==> src/verilog/csc_defines.svh <==
// Timing counts and field constants for the camera sensor pixel capture block
`ifndef CSC_DEFINES_SVH
`define CSC_DEFINES_SVH
`define CSC_DATA_W         8
`define CSC_FIFO_DEPTH     8
`define CSC_CLK_MHZ        10
`define CSC_SYS_PERIOD_NS  100
`define CSC_VS_GAP_PERIODS 9
`define CSC_VS_GAP_CYC     ((`CSC_VS_GAP_PERIODS * `CSC_SYS_PERIOD_NS + `CSC_SYS_PERIOD_NS - 1) / `CSC_SYS_PERIOD_NS)
`define CSC_GAP_CNT_W      4
`endif

==> src/verilog/csc_pkg.sv <==
// Types shared by the camera sensor pixel capture block
package csc_pkg;
	typedef struct packed {
		logic       frame_start;
		logic       line_start;
		logic [7:0] data;
	} csc_pixel_t;
	typedef enum logic [1:0] {
		CSC_IDLE  = 2'b00,
		CSC_WAIT  = 2'b01,
		CSC_FRAME = 2'b11
	} csc_state_t;
endpackage

==> src/verilog/csc_capture.sv <==
// Camera sensor pixel capture front end, oversampling the sensor pins on the system clock
`include "csc_defines.svh"
// Every sensor pin is oversampled on ref_clk through two flops, so the pixel clock must stay well below
// ref_clk; each pixel clock phase needs at least two system clocks to be seen reliably.
// Pixel data passes the same two flops as the pixel clock, so the word that stands at a detected
// sampling edge is the word the sensor held around that edge.
// After a frame edge the port ignores pixels for a fixed guard wait and flags a line start in gated mode,
// or a pixel in non-gated mode, that arrives inside it; a frame edge inside the wait starts the wait again.
// The sensor cannot be stalled, so a full buffer drops pixels and raises a sticky overflow flag
// that clears at the next frame edge; a set in the same cycle wins over the clear.
// Mode selects are plain level inputs; change them only between frames, as a change mid-line
// may move the sampling edge and take one pixel twice or miss one.

// How it works
// - Gated mode uses frame sync, line strobe and pixel clock together to frame and sample pixels.
// - A frame starts on the selected edge of frame sync, rising or falling.
// - In gated mode only pixel clock edges seen while the line strobe is high carry pixels.
// - With data launched on the falling edge, the bus is sampled on the rising pixel clock edge.
// - With data launched on the rising edge, the bus is sampled on the falling pixel clock edge.
// - Non-gated mode ignores the line strobe and uses only frame sync and pixel clock.
module csc_capture
	import csc_pkg::*;
(
	input  wire logic                   ref_clk,       // System clock, 10 MHz
	input  wire logic                   reset,         // Synchronous reset, active high
	input  wire logic                   gated_mode,    // 1 gated, 0 non-gated
	input  wire logic                   vsync_fall,    // 1 frame starts on falling frame sync edge
	input  wire logic                   sample_fall,   // 1 sample on falling pixel clock edge
	input  wire logic                   frame_sync,    // Sensor frame sync pin
	input  wire logic                   line_valid,    // Sensor line strobe pin
	input  wire logic                   pixel_clk,     // Sensor pixel clock pin
	input  wire logic [`CSC_DATA_W-1:0] pixel_data,    // Sensor data bus
	output logic [`CSC_DATA_W-1:0]      px_data,       // Pixel word out
	output logic                        px_frame_start,// First pixel of frame
	output logic                        px_line_start, // First pixel of line
	output logic                        px_valid,      // Pixel word valid
	input  wire logic                   px_ready,      // Consumer accepts word
	output logic                        overflow,      // Pixel dropped, FIFO full (sticky per frame)
	output logic                        gap_error      // Line (gated) or pixel clock (non-gated) came inside the guard gap
);
	// Two-flop synchronisers on every sensor pin
	logic [2:0]             meta_ctl;
	logic [2:0]             sync_ctl;
	logic [`CSC_DATA_W-1:0] meta_data;
	logic [`CSC_DATA_W-1:0] sync_data;
	logic [2:0]             prev_ctl;
	always_ff @(posedge ref_clk) begin
		if (reset) begin
			meta_ctl  <= 3'h0;
			sync_ctl  <= 3'h0;
			meta_data <= 8'h00;
			sync_data <= 8'h00;
			prev_ctl  <= 3'h0;
		end else begin
			meta_ctl  <= {frame_sync, line_valid, pixel_clk};
			sync_ctl  <= meta_ctl;
			meta_data <= pixel_data;
			sync_data <= meta_data;
			prev_ctl  <= sync_ctl;
		end
	end

	// Edge detection on synchronised pins; data lags pins equally so it is stable at the edge
	wire vs_s    = sync_ctl[2];
	wire lv_s    = sync_ctl[1];
	wire pc_s    = sync_ctl[0];
	wire vs_rise = vs_s & ~prev_ctl[2];
	wire vs_fall = ~vs_s & prev_ctl[2];
	wire pc_rise = pc_s & ~prev_ctl[0];
	wire pc_fall = ~pc_s & prev_ctl[0];
	wire lv_rise = lv_s & ~prev_ctl[1];
	wire frame_edge  = vsync_fall ? vs_fall : vs_rise;
	wire sample_edge = sample_fall ? pc_fall : pc_rise;
	wire line_open   = gated_mode ? lv_s : 1'b1;
	wire line_begin  = gated_mode & lv_rise;

	// Frame state: wait out the guard gap after frame start before accepting pixels
	csc_state_t                state;
	csc_state_t                next_state;
	logic [`CSC_GAP_CNT_W-1:0] gap_cnt;
	logic                      first_frame;
	logic                      first_line;
	wire gap_done = (gap_cnt == `CSC_GAP_CNT_W'(`CSC_VS_GAP_CYC - 1));
	wire early    = (state == CSC_WAIT) & (gated_mode ? lv_rise : sample_edge);
	always_comb begin
		next_state = state;
		case (state)
			CSC_IDLE:  if (frame_edge) next_state = CSC_WAIT;
			CSC_WAIT:  if (gap_done && !frame_edge) next_state = CSC_FRAME;
			CSC_FRAME: if (frame_edge) next_state = CSC_WAIT;
			default:   next_state = CSC_IDLE;
		endcase
	end

	// Pixel take, with tags for first pixel of frame and of line
	wire take = (state == CSC_FRAME) & sample_edge & line_open;
	csc_pixel_t in_word;
	// A line rise in the same cycle as a take still tags that word as the line's first
	wire        line_tag = first_line | (line_begin & (state == CSC_FRAME));
	assign in_word = '{frame_start: first_frame, line_start: line_tag, data: sync_data};
	wire fifo_in_ready;

	// State, gap counter and tag flags
	always_ff @(posedge ref_clk) begin
		if (reset) begin
			state       <= CSC_IDLE;
			gap_cnt     <= '0;
			first_frame <= 1'b0;
			first_line  <= 1'b0;
		end else begin
			state   <= next_state;
			gap_cnt <= (state == CSC_WAIT && !gap_done && !frame_edge) ? gap_cnt + 1'b1 : '0;
			if (frame_edge) begin
				first_frame <= 1'b1;
				first_line  <= 1'b1;
			end else if (take) begin
				first_frame <= 1'b0;
				first_line  <= 1'b0;
			end else if (line_begin && state == CSC_FRAME)
				first_line <= 1'b1;
		end
	end

	// Error flags: overflow sticks until the next frame starts, gap error likewise
	always_ff @(posedge ref_clk) begin
		if (reset) begin
			overflow  <= 1'b0;
			gap_error <= 1'b0;
		end else begin
			if (take && !fifo_in_ready)
				overflow <= 1'b1; // Set wins over the frame clear
			else if (frame_edge)
				overflow <= 1'b0;
			if (early)
				gap_error <= 1'b1;
			else if (frame_edge)
				gap_error <= 1'b0;
		end
	end

	// FIFO buffers pixels against consumer stalls; a full FIFO drops and flags since the sensor cannot wait
	csc_pixel_t fifo_out;
	logic       fifo_valid;
	wire        out_take = ~px_valid | px_ready;
	csc_fifo #(
		.WIDTH($bits(csc_pixel_t)),
		.DEPTH(`CSC_FIFO_DEPTH)
	) u_fifo (
		.ref_clk  (ref_clk),
		.reset    (reset),
		.in_data  (in_word),
		.in_valid (take),
		.in_ready (fifo_in_ready),
		.out_data (fifo_out),
		.out_valid(fifo_valid),
		.out_ready(out_take)
	);

	// Output register stage so every output comes from a flop
	always_ff @(posedge ref_clk) begin
		if (reset) begin
			px_valid       <= 1'b0;
			px_data        <= 8'h00;
			px_frame_start <= 1'b0;
			px_line_start  <= 1'b0;
		end else if (out_take) begin
			px_valid       <= fifo_valid;
			px_data        <= fifo_out.data;
			px_frame_start <= fifo_out.frame_start;
			px_line_start  <= fifo_out.line_start;
		end
	end

	// Checks on the capture behaviour
	// Any frame edge lands in the guard wait, also one that arrives during the wait
	frame_edge_wait_a: assert property (@(posedge ref_clk) disable iff (reset)
		frame_edge |=> state == CSC_WAIT)
		else $error("Frame edge did not start guard wait");
	// An undisturbed wait lasts exactly nine cycles before pixels are accepted
	gap_length_a: assert property (@(posedge ref_clk) disable iff (reset)
		(state != CSC_WAIT) ##1 (state == CSC_WAIT && !frame_edge) ##1 (!frame_edge) [*8] |=> state == CSC_FRAME)
		else $error("Guard wait length wrong");
	// Gated mode takes nothing while the line strobe is low
	gated_no_line_a: assert property (@(posedge ref_clk) disable iff (reset)
		gated_mode && !lv_s |-> !take)
		else $error("Pixel taken outside line strobe");
	// Non-gated mode takes every selected edge inside a frame
	nongated_take_a: assert property (@(posedge ref_clk) disable iff (reset)
		!gated_mode && state == CSC_FRAME && sample_edge |-> take)
		else $error("Non-gated pixel edge missed");
	// Rising sampling takes only on a low to high pixel clock change
	rise_sample_a: assert property (@(posedge ref_clk) disable iff (reset)
		take && !sample_fall |-> pc_s && !$past(pc_s))
		else $error("Rising sample on wrong edge");
	// Falling sampling takes only on a high to low pixel clock change
	fall_sample_a: assert property (@(posedge ref_clk) disable iff (reset)
		take && sample_fall |-> !pc_s && $past(pc_s))
		else $error("Falling sample on wrong edge");
	// The word after a frame edge carries both tags
	frame_tag_a: assert property (@(posedge ref_clk) disable iff (reset)
		frame_edge |=> in_word.frame_start && in_word.line_start)
		else $error("Frame start tag missing");
	// No pixel is taken before the frame opens
	take_no_idle_a: assert property (@(posedge ref_clk) disable iff (reset)
		state != CSC_FRAME |-> !take)
		else $error("Pixel taken outside frame");

	// Rising frame sync selected: the edge is a low to high change
	frame_rise_a: assert property (@(posedge ref_clk) disable iff (reset)
		frame_edge && !vsync_fall |-> vs_s && !$past(vs_s))
		else $error("Frame start on wrong sync edge");
	// Falling frame sync selected: the edge is a high to low change
	frame_fall_a: assert property (@(posedge ref_clk) disable iff (reset)
		frame_edge && vsync_fall |-> !vs_s && $past(vs_s))
		else $error("Frame start on wrong sync edge");
	// Idle holds until a frame edge
	idle_hold_a: assert property (@(posedge ref_clk) disable iff (reset)
		state == CSC_IDLE && !frame_edge |=> state == CSC_IDLE)
		else $error("Idle left without frame edge");
	// An open frame stays open until the next frame edge
	frame_hold_a: assert property (@(posedge ref_clk) disable iff (reset)
		state == CSC_FRAME && !frame_edge |=> state == CSC_FRAME)
		else $error("Frame closed without frame edge");
	// The wait never ends early, whatever the pins do
	gap_hold_a: assert property (@(posedge ref_clk) disable iff (reset)
		$rose(state == CSC_WAIT) |-> (state == CSC_WAIT) [*8] ##1 (state == CSC_WAIT))
		else $error("Guard wait ended early");
	// Only the three coded states occur
	state_legal_a: assert property (@(posedge ref_clk) disable iff (reset)
		state == CSC_IDLE || state == CSC_WAIT || state == CSC_FRAME)
		else $error("Frame state illegal");

	// A line rise (gated) or sampling edge (non-gated) inside the wait raises the gap flag
	gap_set_a: assert property (@(posedge ref_clk) disable iff (reset)
		early |=> gap_error)
		else $error("Gap flag not set");
	// A frame edge without a new violation clears the gap flag
	gap_clear_a: assert property (@(posedge ref_clk) disable iff (reset)
		frame_edge && !early |=> !gap_error)
		else $error("Gap flag not cleared");
	// The gap flag sticks between events
	gap_keep_a: assert property (@(posedge ref_clk) disable iff (reset)
		!early && !frame_edge |=> $stable(gap_error))
		else $error("Gap flag moved without cause");
	// A take into a full buffer raises the overflow flag
	ovf_set_a: assert property (@(posedge ref_clk) disable iff (reset)
		take && !fifo_in_ready |=> overflow)
		else $error("Overflow flag not set");
	// A frame edge without a new drop clears the overflow flag
	ovf_clear_a: assert property (@(posedge ref_clk) disable iff (reset)
		frame_edge && !(take && !fifo_in_ready) |=> !overflow)
		else $error("Overflow flag not cleared");
	// The overflow flag sticks between events
	ovf_keep_a: assert property (@(posedge ref_clk) disable iff (reset)
		!(take && !fifo_in_ready) && !frame_edge |=> $stable(overflow))
		else $error("Overflow flag moved without cause");

	// Gated mode takes every selected edge while the strobe is high
	gated_take_a: assert property (@(posedge ref_clk) disable iff (reset)
		gated_mode && lv_s && state == CSC_FRAME && sample_edge |-> take)
		else $error("Gated pixel edge missed");
	// Non-gated mode takes pixels although the strobe is low
	line_ignored_a: assert property (@(posedge ref_clk) disable iff (reset)
		!gated_mode && !lv_s && state == CSC_FRAME && sample_edge |-> take)
		else $error("Line strobe not ignored");
	// Nothing is taken during the guard wait
	wait_no_take_a: assert property (@(posedge ref_clk) disable iff (reset)
		state == CSC_WAIT |-> !take)
		else $error("Pixel taken during guard wait");
	// One sampling edge gives one word, never two in a row
	take_spacing_a: assert property (@(posedge ref_clk) disable iff (reset)
		take |=> !take)
		else $error("Pixel taken twice");

	// A take clears the frame tag unless a new frame starts
	tag_clear_a: assert property (@(posedge ref_clk) disable iff (reset)
		take && !frame_edge |=> !first_frame)
		else $error("Frame tag not cleared");
	// A line rise inside a frame arms the line tag
	line_tag_a: assert property (@(posedge ref_clk) disable iff (reset)
		line_begin && state == CSC_FRAME && !frame_edge && !take |=> first_line)
		else $error("Line tag not armed");
	// A take in the line rise cycle is tagged at once
	line_tag_now_a: assert property (@(posedge ref_clk) disable iff (reset)
		take && line_begin |-> in_word.line_start)
		else $error("Line tag missing");

	// Data passes both synchroniser flops in turn
	sync_data_a: assert property (@(posedge ref_clk) disable iff (reset)
		1'b1 |=> sync_data == $past(meta_data))
		else $error("Data synchroniser skipped a stage");
	// An accepted take is in the buffer the next cycle
	fifo_write_a: assert property (@(posedge ref_clk) disable iff (reset)
		take && fifo_in_ready |=> fifo_valid)
		else $error("Taken word not buffered");
	// A stalled output word stands unchanged
	px_hold_a: assert property (@(posedge ref_clk) disable iff (reset)
		px_valid && !px_ready |=> px_valid && $stable(px_data) && $stable(px_frame_start) && $stable(px_line_start))
		else $error("Output word changed while stalled");
	// A free output stage loads the buffer head
	px_load_a: assert property (@(posedge ref_clk) disable iff (reset)
		fifo_valid && out_take |=> px_valid && px_data == $past(fifo_out.data))
		else $error("Output stage did not load head");
	// A free output stage with an empty buffer goes idle
	px_drain_a: assert property (@(posedge ref_clk) disable iff (reset)
		!fifo_valid && out_take |=> !px_valid)
		else $error("Output valid without data");
endmodule

==> src/verilog/csc_fifo.sv <==
// Small synchronous FIFO with valid and ready on both sides
module csc_fifo #(
	parameter int WIDTH = 10,
	parameter int DEPTH = 8
) (
	input  wire logic             ref_clk,  // System clock
	input  wire logic             reset,    // Synchronous reset
	input  wire logic [WIDTH-1:0] in_data,  // Write word
	input  wire logic             in_valid, // Write request
	output logic                  in_ready, // Space available
	output logic [WIDTH-1:0]      out_data, // Head word
	output logic                  out_valid,// Head valid
	input  wire logic             out_ready // Consumer takes head
);
	localparam int AW = $clog2(DEPTH);
	logic [WIDTH-1:0] mem [DEPTH];
	logic [AW:0]      wr_ptr;
	logic [AW:0]      rd_ptr;
	wire              do_wr = in_valid & in_ready;
	wire              do_rd = out_valid & out_ready;
	// Full and empty from pointer wrap bits
	assign in_ready  = (wr_ptr[AW-1:0] != rd_ptr[AW-1:0]) | (wr_ptr[AW] == rd_ptr[AW]);
	assign out_valid = (wr_ptr != rd_ptr);
	assign out_data  = mem[rd_ptr[AW-1:0]];
	// Storage and pointers
	always_ff @(posedge ref_clk) begin
		if (do_wr)
			mem[wr_ptr[AW-1:0]] <= in_data;
		if (reset) begin
			wr_ptr <= '0;
			rd_ptr <= '0;
		end else begin
			if (do_wr)
				wr_ptr <= wr_ptr + 1'b1;
			if (do_rd)
				rd_ptr <= rd_ptr + 1'b1;
		end
	end
endmodule

==> config.mk <==
export PLATFORM = sky130hd
export DESIGN_NAME = csc_capture
export DESIGN_NICKNAME = d
export VERILOG_FILES = /design/src/verilog/csc_pkg.sv /design/src/verilog/csc_capture.sv /design/src/verilog/csc_fifo.sv
export VERILOG_INCLUDE_DIRS = /design/src /design/src/verilog
export SDC_FILE = /design/constraint.sdc
export NUM_CORES = 1
export LEC_CHECK = 0
export BUFFER_PORTS_ARGS = -buffer_cell sky130_fd_sc_hd__clkbuf_2
export CELL_PAD_IN_SITES_DETAIL_PLACEMENT = 1
export CELL_PAD_IN_SITES_GLOBAL_PLACEMENT = 1
export CORE_MARGIN = 4
export CORE_UTILIZATION = 48
export CTS_BUF_LIST = sky130_fd_sc_hd__clkbuf_4
export DETAILED_ROUTE_END_ITERATION = 8
export HOLD_SLACK_MARGIN = 0.08
export PLACE_DENSITY_LB_ADDON = 0.25
export SLEW_MARGIN = 30
export SYNTH_ARGS = -nofsm -noshare
export SYNTH_HDL_FRONTEND = slang
export SYNTH_HIERARCHICAL = 1
export SYNTH_SLANG_ARGS = --single-unit
export TNS_END_PERCENT = 50
==> constraint.sdc <==
create_clock -name ref_clk -period 2.6 [get_ports ref_clk]
set_input_delay 0.26 -clock ref_clk [delete_from_list [all_inputs] [get_ports ref_clk]]
set_output_delay 0.26 -clock ref_clk [all_outputs]
set_load 0.02 [all_outputs]
* Word-level counts from Yosys, hierarchy flattened *
Memories as Yosys holds them, arrays and structs flattened. A register that Yosys moved wholly into a read port is not among the register bits.
Cells that the tools add are included.

storage, ports and cells
  output and inout bits = 13
  flip-flop bits (word level) = 44
  memory bits (read-only) = 0
  memories kept = 1
  word-level logic and storage cells = 81
  input bits = 17
  memory bits (writable) = 80
  bits in latches = 0

memories
  name        words  bits a word  read ports  clocked after Yosys merged registers in  wr ports  RTL line        source
  u_fifo.mem  8      10           1           1                                        1         csc_fifo.sv:16  logic [WIDTH-1:0] mem [DEPTH];

cells by class
  multiplexer cells = 17
  $lt $le $gt $ge = 0
  equality and inequality tests = 8
  bitwise operators = 22
  add/subtract/negate cells = 3
  multipliers = 0
  reductions and logical operators = 16
  divide/modulo/power cells = 0
  shift-type cells = 0

operators with widths
  kind                                                 count
  two-way mux 1 bit                                    14
  adder 4 x 1 -> 4 bit, second input constant          3
  AND 1 bit                                            12
  inverter 1 bit                                       7
  nonzero test 2 bit                                   3
  logical AND 1 bit                                    5
  equality test 4 bit, second input constant           1
  two-way mux 2 bit                                    2
  != test 2 x 1 -> 1 bit, second input constant        2
  != test 4 bit                                        1
  one-hot mux 2 bit (2 select lines)                   1
  OR reduction 2 bit                                   2
  logical NOT 1 bit                                    3
  != test 3 bit                                        1
  bitwise OR 1 bit                                     3
  nonzero test 3 bit                                   1
  equality test 2 x 1 -> 1 bit, second input constant  1
  equality test 2 bit, second input constant           1
  logical NOT 2 bit                                    1
  AND reduction 2 bit                                  1
  equality test 1 bit                                  1

* Depth between registers and ports, before layout *
Gate-level depths: netlist of run 1.

  word-level depth = 8
  depth in mapped cells = 6
  depth with buffers taken out = 6

* Hierarchy *
The synthesis of run 1 kept the hierarchy.

modules (own cells, without submodules)
  module       area each (µm²)  seq. area each (µm²)  times used  cells an instance
  csc_fifo     3764.9           2622.5                1           200
  csc_capture  1592.8           920.9                 1           164

* Worst setup path after synthesis of run 1 *
OpenSTA, ideal clock, no wires.

  kind = reg-to-reg
  start point = register sync_ctl[0]
  end point = memory u_fifo.mem[3][0], enable pin
  path slack = 0.105 ns
  stages on the path, launching flop included = 6
  required time = 2.193 ns
  path buffers = 0
  library setup time = 0.407 ns
  arrival time = 2.088 ns
  cell sequence = dfxtp_1 > nor3b_1 > o221ai_1 > inv_1 > nand2_1 > nor4b_1

between the ends
  longest elaborated chain between the ends = 8
  elaborated cells on any way between the ends = 9
  those cells by class = 3 x mux; 6 x bitwise

ends and longest elaborated chain
  item                                       RTL line           source
  start, declared                            csc_capture.sv:43  logic [2:0] sync_ctl;
  start signal, assigned                     csc_capture.sv:56  sync_ctl <= meta_ctl;
  inverter 1 bit                             csc_capture.sv:70  wire pc_fall = ~pc_s & prev_ctl[0];
  AND 1 bit                                  csc_capture.sv:70
  two-way mux 1 bit *                        csc_capture.sv:73  wire sample_edge = sample_fall ? pc_fall : pc_rise;
  AND 1 bit * (2 in series)                  csc_capture.sv:96  wire take = (state == CSC_FRAME) & sample_edge & line_open;
  named net take                             csc_capture.sv:96
  AND 1 bit *                                csc_fifo.sv:19     wire do_wr = in_valid & in_ready;
  two-way mux 1 bit *                        csc_fifo.sv:27     if (do_wr)
  two-way mux 1 bit (not written as such) *  csc_fifo.sv:28     mem[wr_ptr[AW-1:0]] <= in_data;
  end, declared                              csc_fifo.sv:16

Mark *: on every way through the listed nets, which the timed path passes. The rest lies on a longest branch.

* Worst setup path in the final report of run 1 *
  start point = register sync_ctl[0]
  end point = memory u_fifo.mem[4][2], enable pin

The elaborated chain is that of the path after synthesis.

==> flow_summary_export.csv, run 1 <==
group,metric,value,unit
status,status,"finished clean",
route,wl_met2,5410,µm
route,wl,10500,µm
timing,period_needed,2200,ps
clock_network,post-cts-setup-buffer-count,0,
timing,skew,16.4,ps
synth,synth_common_cells,"edfxtp_1, dfxtp_1, nor2b_1",
synth,yosysTopAreaCell,"edfxtp_1",
synth,ys_ff_latch,137,
global_routing,grt_overflow,0,
critical_path,end_kind,"flip-flop",
global_routing,grt_pass1_vias,3328,
power_and_ir_drop,comb_power_share,7.2,%
critical_path,crit_family,"simple AND/OR/NAND/NOR gates",
timing,fmax,0.455,GHz
route,drt-met1-wl,4520,µm
critical_path,critPathMaxFanout,10,
route,drtAntennaViolNets,0,
floorplanning,start_util,49.2,%
critical_path,worst-setup-path-type,"flip-flop to flip-flop",
timing,slew_viol_final,0,
layout,antenna_cells,0,
timing,period_share,84.6,%
route,top_layer_used,"met4",
layout,area_growth,13.5,%
critical_path,crit_slowest_cell,"dfxtp_1",
clock_network,cts_tree,"yes",
synth,syn_area_per_cell,14.7,µm²
layout,drive_gt1_share,26.0,%
route,wl_per_cell,18.3,µm
clock_network,cts_sinks,137,
critical_path,crit_arrival,2430,ps
timing,worst_pin_slew,833,ps
worst_hold_path,hp-class,"input port to flip-flop",
global_routing,antenna_found_initial,0,
critical_path,start_kind,"flip-flop",
power_and_ir_drop,p_int,3.04,mW
global_routing,gr-usage-all-layers,18.1,%
layout,fill_cells,1091,
route,drc,0,
synth,synth_edf_count,80,
power_and_ir_drop,netSwitchingPower,932,µW
critical_path,crit_chain,"nor3b_1 > o221ai_1 > inv_1 > inv_1 > or3_1 > nor3b_1 > buf_4",
synth,synth.area.top_cells,"edfxtp_1, dfxtp_1, mux4_2",
route,dr_total_vias,3029,
timing,fin_ws,400,ps
critical_path,crit_buf_inv,3,
clock_network,insertion_delay,540,ps
synth,yosysSeqAreaShare,66.1,%
clock_network,clk_pin_slew,110,ps
layout,nets,442,
place,hpwl,6820,µm
timing,tns,0,ps
route,drtIter0Drc,156,
floorplanning,rows,38,
synth,syn-num-nets,389,
floorplanning,fp.dieH,114,µm
global_routing,grt_first_pass_wirelength,17200,µm
synth,yosys.area.top_type_share,44.8,%
route,met3_length,389,µm
power_and_ir_drop,powerDensity,654,nW/µm²
critical_path,required,2830,ps
place,place_ws,396,ps
timing,setup_violations,0,
clock_network,clk_path_buf_depth,2,
synth,synth_most_common_cell,"edfxtp_1",
timing,slew_headroom,44.5,%
route,via_per_inst,5.31,
clock_network,cts_made_buffers,17,
route,first_pass_iters,4,
place,place.port_buffers,29,
power_and_ir_drop,p_clk_share,33.1,%
timing,grt_setup_unrepaired,"false",
synth,synth_cells,364,
power_and_ir_drop,ir_drop,0.455,mV
synth,synth_ff_type,"edfxtp_1",
timing,finalHoldViolCount,0,
synth,yosysUniqueCellTypes,41,
critical_path,max_stage_delay,350,ps
floorplanning,ios,30,
clock_network,cts_max_level,4,
synth,synth_area,5360,µm²
synth,async_reset_ff_share,0,%
floorplanning,die_w,114,µm
synth,ys_warn_count,6,
clock_network,ctsResizeCount,0,
place,gp_congestion,0.787,
power_and_ir_drop,cellLeakagePower,2.15,nW
power_and_ir_drop,p_sw_share,23.4,%
flow_run,cap_violations,0,
floorplanning,dieArea,12900,µm²
clock_network,cts.root.buffer_cell,"clkbuf_4",
floorplanning,core,10900,µm²
global_routing,grt_max_degree,50,
power_and_ir_drop,seqPwrFrac,59.7,%
final cells by class:
cell class | instances | area, µm² | share of cell area, %
clock inverters | 14 | 131 | 2.16
flip-flops and latches | 137 | 3540 | 58.3
clock buffers | 18 | 135 | 2.22
repair buffers | 52 | 345 | 5.68
well taps | 140 | 175 | 2.88
multi-input cells | 196 | 1700 | 28.0
inverters | 13 | 48.8 | 0.802
per-layer routing:
layer / up-vias / GRT usage [%]
met1: 1525 / 21.7
met2: 50 / 30.6
met5: - / 0
li1: 1440 / -
met3: 14 / 5.46
met4: 0 / 7.05
registers in the layout (all words and copies together), names as in the netlist, 2 cells and up, named ones only:
signal and flops:
u_fifo/mem 80, meta_data 8, px_data 8, sync_data 8
gap_cnt 4, u_fifo/rd_ptr 4, u_fifo/wr_ptr 4, meta_ctl 3
prev_ctl 3, sync_ctl 3, state 2
final timing paths:
path / start / end / slack, ps / depth (start not counted)
worst max-delay path: sync_ctl[0]$_SDFF_PP0_ / u_fifo/mem[4][2]$_DFFE_PP_ / 400 / 7
worst min register to register: meta_ctl[1]$_SDFF_PP0_ / sync_ctl[1]$_SDFF_PP0_ / 450 / 1
worst min-delay path: gated_mode / gap_error$_SDFFE_PP0P_ / 150 / 4
worst max register to register: sync_ctl[0]$_SDFF_PP0_ / u_fifo/mem[4][2]$_DFFE_PP_ / 400 / 7
tightest hold or removal path, delay by kind of cell:
kind	cells	cell delay (ps)
buffers and inverters	1	110
AOI/OAI and AO/OA	3	280
through the flow:
stage               hold slack, ps  util, %  instances  total power, mW  cell area [µm²]
floorplan                      388        -        364             2.62             5360
global placement               418     52.4        527             2.69             5710
detailed placement             432     52.4        527             2.70             5710
CTS                           85.9     55.9        570             4.03             6080
global route                   120     55.9        570             4.16             6080
finish                         153     55.9        570             3.98             6080
cells in the final DEF, fill, tap and decap left out, types with 12 or more instances in the layout:
master	Yosys	layout
edfxtp_1	80	80
dfxtp_1	57	57
nor2b_1	31	31
clkbuf_2	0	28
nand2_1	26	26
mux4_2	20	20
nor2_1	18	18
clkbuf_4	0	18
mux2_2	14	14
inv_1	13	13
a21oi_1	13	13
buf_4	0	12
power by group through the flow:
stage / logic [mW] / registers (mW) / clock network, mW
detailed placement: 0.277 / 2.42 / 0
global route: 0.321 / 2.38 / 1.46
floorplan: 0.197 / 2.42 / 0
global placement: 0.270 / 2.42 / 0
CTS: 0.293 / 2.37 / 1.36
finish: 0.287 / 2.37 / 1.32
cell families (layout without fill, tap and decap cells):
| group | count (synthesis) | after routing | synth area share [%] |
|---|---|---|---|
| compound gates | 27 | 27 | 3.48 |
| xor+xnor | 10 | 10 | 1.77 |
| fa+ha+maj | 8 | 8 | 1.87 |
| buf+inv | 31 | 97 | 2.43 |
| flops | 137 | 137 | 66.1 |
| mux | 43 | 43 | 13.2 |
| simple gates | 108 | 108 | 11.1 |
repair_timing:
| item | in CTS | in global routing |
|---|---|---|
| hold buffers | 11 | 0 |
| endpoints found under the setup margin | 0 | 0 |
| endpoints found under the hold margin | 11 | 0 |
Power figures use the tool's default switching activity.
==> run 2: changes to the inputs <==
Clock period 2.6 ns to 1.8 ns, I/O delays scaled along.
==> flow_summary_export.csv, run 2 (same netlist as run 1, synthesis figures left out) <==
group,metric,value,unit
power_and_ir_drop,cellLeakagePower,2.34,nW
layout,largest_reg_flops,80,
layout,antenna_cells,0,
global_routing,grt_max_degree,29,
critical_path,start_kind,"flip-flop",
place,hpwl,6930,µm
clock_network,cts_tree,"yes",
power_and_ir_drop,powerDensity,881,nW/µm²
global_routing,gr-usage-all-layers,17.7,%
global_routing,grt_first_pass_wirelength,17100,µm
status,status,"complete, but fails checks",
timing,fmax,0.521,GHz
clock_network,cts_made_buffers,17,
critical_path,path_common_cell,"inv_2",
floorplanning,core,10900,µm²
global_routing,grt_pass1_vias,3275,
power_and_ir_drop,p_total,5.77,mW
timing,fin_ws,-120,ps
critical_path,critPathMaxFanout,5,
layout,final_cell_count_no_fill,596,
timing,slew_viol_final,0,
place,place.port_buffers,29,
layout,nets,468,
place,dp_cells,545,
power_and_ir_drop,p_sw_share,24.9,%
power_and_ir_drop,p_int,4.33,mW
timing,slew_headroom,62.6,%
critical_path,max_stage_delay,340,ps
floorplanning,ios,30,
clock_network,cts.root.buffer_cell,"clkbuf_4",
timing,finalHoldViolCount,0,
route,wl_per_cell,17.5,µm
route,wl,10400,µm
power_and_ir_drop,seqPwrFrac,59.4,%
timing,grt_setup_unrepaired,"true",
route,via_per_inst,5.21,
critical_path,crit_slowest_cell,"dfxtp_2",
timing,period_share,107,%
timing,setup_violations,31,
floorplanning,fp.dieH,114,µm
clock_network,insertion_delay,520,ps
critical_path,worst-setup-path-type,"flip-flop to flip-flop",
critical_path,end_kind,"flip-flop",
global_routing,grt_overflow,0,
status,violations,"setup timing",
layout,area_growth,22.2,%
floorplanning,die_w,114,µm
floorplanning,start_util,49.2,%
clock_network,clk_pin_slew,110,ps
critical_path,crit_buf_inv,4,
worst_hold_path,hp-class,"input port to flip-flop",
critical_path,crit_family,"simple AND/OR/NAND/NOR gates",
floorplanning,rows,38,
power_and_ir_drop,p_clk_share,32.4,%
timing,worst_pin_slew,556,ps
clock_network,cts_sinks,137,
route,drtAntennaViolNets,0,
power_and_ir_drop,ir_drop,0.682,mV
route,drc,0,
layout,layout_commonest_cell,"edfxtp_1",
layout,layout.area.seq,3550,µm²
route,dr_total_vias,3108,
layout,final_cell_mix,"edfxtp_1, dfxtp_1, nor2b_1",
floorplanning,dieArea,12900,µm²
clock_network,cts_max_level,4,
flow_run,cap_violations,0,
layout,drive_gt1_share,35.3,%
timing,hold-worst-slack,195,ps
critical_path,crit_arrival,2170,ps
power_and_ir_drop,netSwitchingPower,1.44,mW
layout,multi_input_area,1860,µm²
layout,fill_cells,1042,
power_and_ir_drop,comb_power_share,8.2,%
route,first_pass_iters,5,
critical_path,required,2050,ps
timing,period_needed,1920,ps
clock_network,clk_path_buf_depth,2,
place,place_ws,-106,ps
critical_path,crit_chain,"and3b_2 > o221ai_4 > inv_2 > inv_2 > or3_4 > nor3b_4 > buf_6 > buf_16",
timing,skew,17.0,ps
route,drtIter0Drc,150,
place,gp_congestion,0.783,
global_routing,antenna_found_initial,0,
[run 2: what timing repair did]
item / 4_1_cts / 5_1_grt
cloned: 1 / 1
hold buffers: 13 / 0
hold endpoints to repair: 23 / 0
endpoints found under the setup margin: 28 / 78
resized for setup: 6 / 15
buffers inserted: 4 / 3
pin swaps: 3 / 1
[run 2: area by class of cell]
class | instances | area share [%]
Clock inverter | 15 | 2.12
Inverter | 13 | 0.745
Tap cell | 140 | 2.68
Multi-Input combinational cell | 196 | 28.4
Timing Repair Buffer | 78 | 9.94
Clock buffer | 17 | 1.95
Sequential cell | 137 | 54.2
[run 2: path summary, 6_finish.rpt]
kind	startpoint	endpoint	slack, ps	depth (start not counted)
max	sync_ctl[0]$_SDFF_PP0_	u_fifo/mem[4][1]$_DFFE_PP_	-120	8
min reg2reg	meta_data[1]$_SDFF_PP0_	sync_data[1]$_SDFF_PP0_	450	1
max reg2reg	sync_ctl[0]$_SDFF_PP0_	u_fifo/mem[4][1]$_DFFE_PP_	-120	8
min	vsync_fall	gap_error$_SDFFE_PP0P_	190	5
[run 2: per-stage QoR]
| stage | area, µm² | utilization [%] | setup TNS, ps |
|---|---|---|---|
| 2_1_floorplan | 5470 | - | -6110 |
| 3_3_place_gp | 6010 | 55.2 | -635 |
| 3_5_place_dp | 6010 | 55.2 | -1710 |
| 4_1_cts | 6480 | 59.5 | -1660 |
| 5_1_grt | 6550 | 60.1 | -6880 |
| 6_report | 6550 | 60.1 | -1910 |
[run 2: power groups by stage]
| stage | Clock, mW | Sequential (mW) | Combinational, mW |
|---|---|---|---|
| global placement | 0 | 3.49 | 0.435 |
| CTS | 1.94 | 3.42 | 0.477 |
| finish | 1.87 | 3.42 | 0.473 |
| floorplan | 0 | 3.51 | 0.286 |
| detailed placement | 0 | 3.50 | 0.450 |
| global route | 2.11 | 3.44 | 0.521 |
[run 2: tightest hold or removal path: stages]
cell and delay (ps):
clkbuf_2 90, and3b_1 200, nor2_1 80, nand2_1 70, a21oi_1 50
[run 2: layer usage]
metal  vias up  wire length [µm]  GRT usage (%)
li1       1496                 -              -
met1      1533              4860           23.5
met2        61              5000           28.0
met3        18               340           4.30
met4         0               210           7.45
met5         -                 0              0
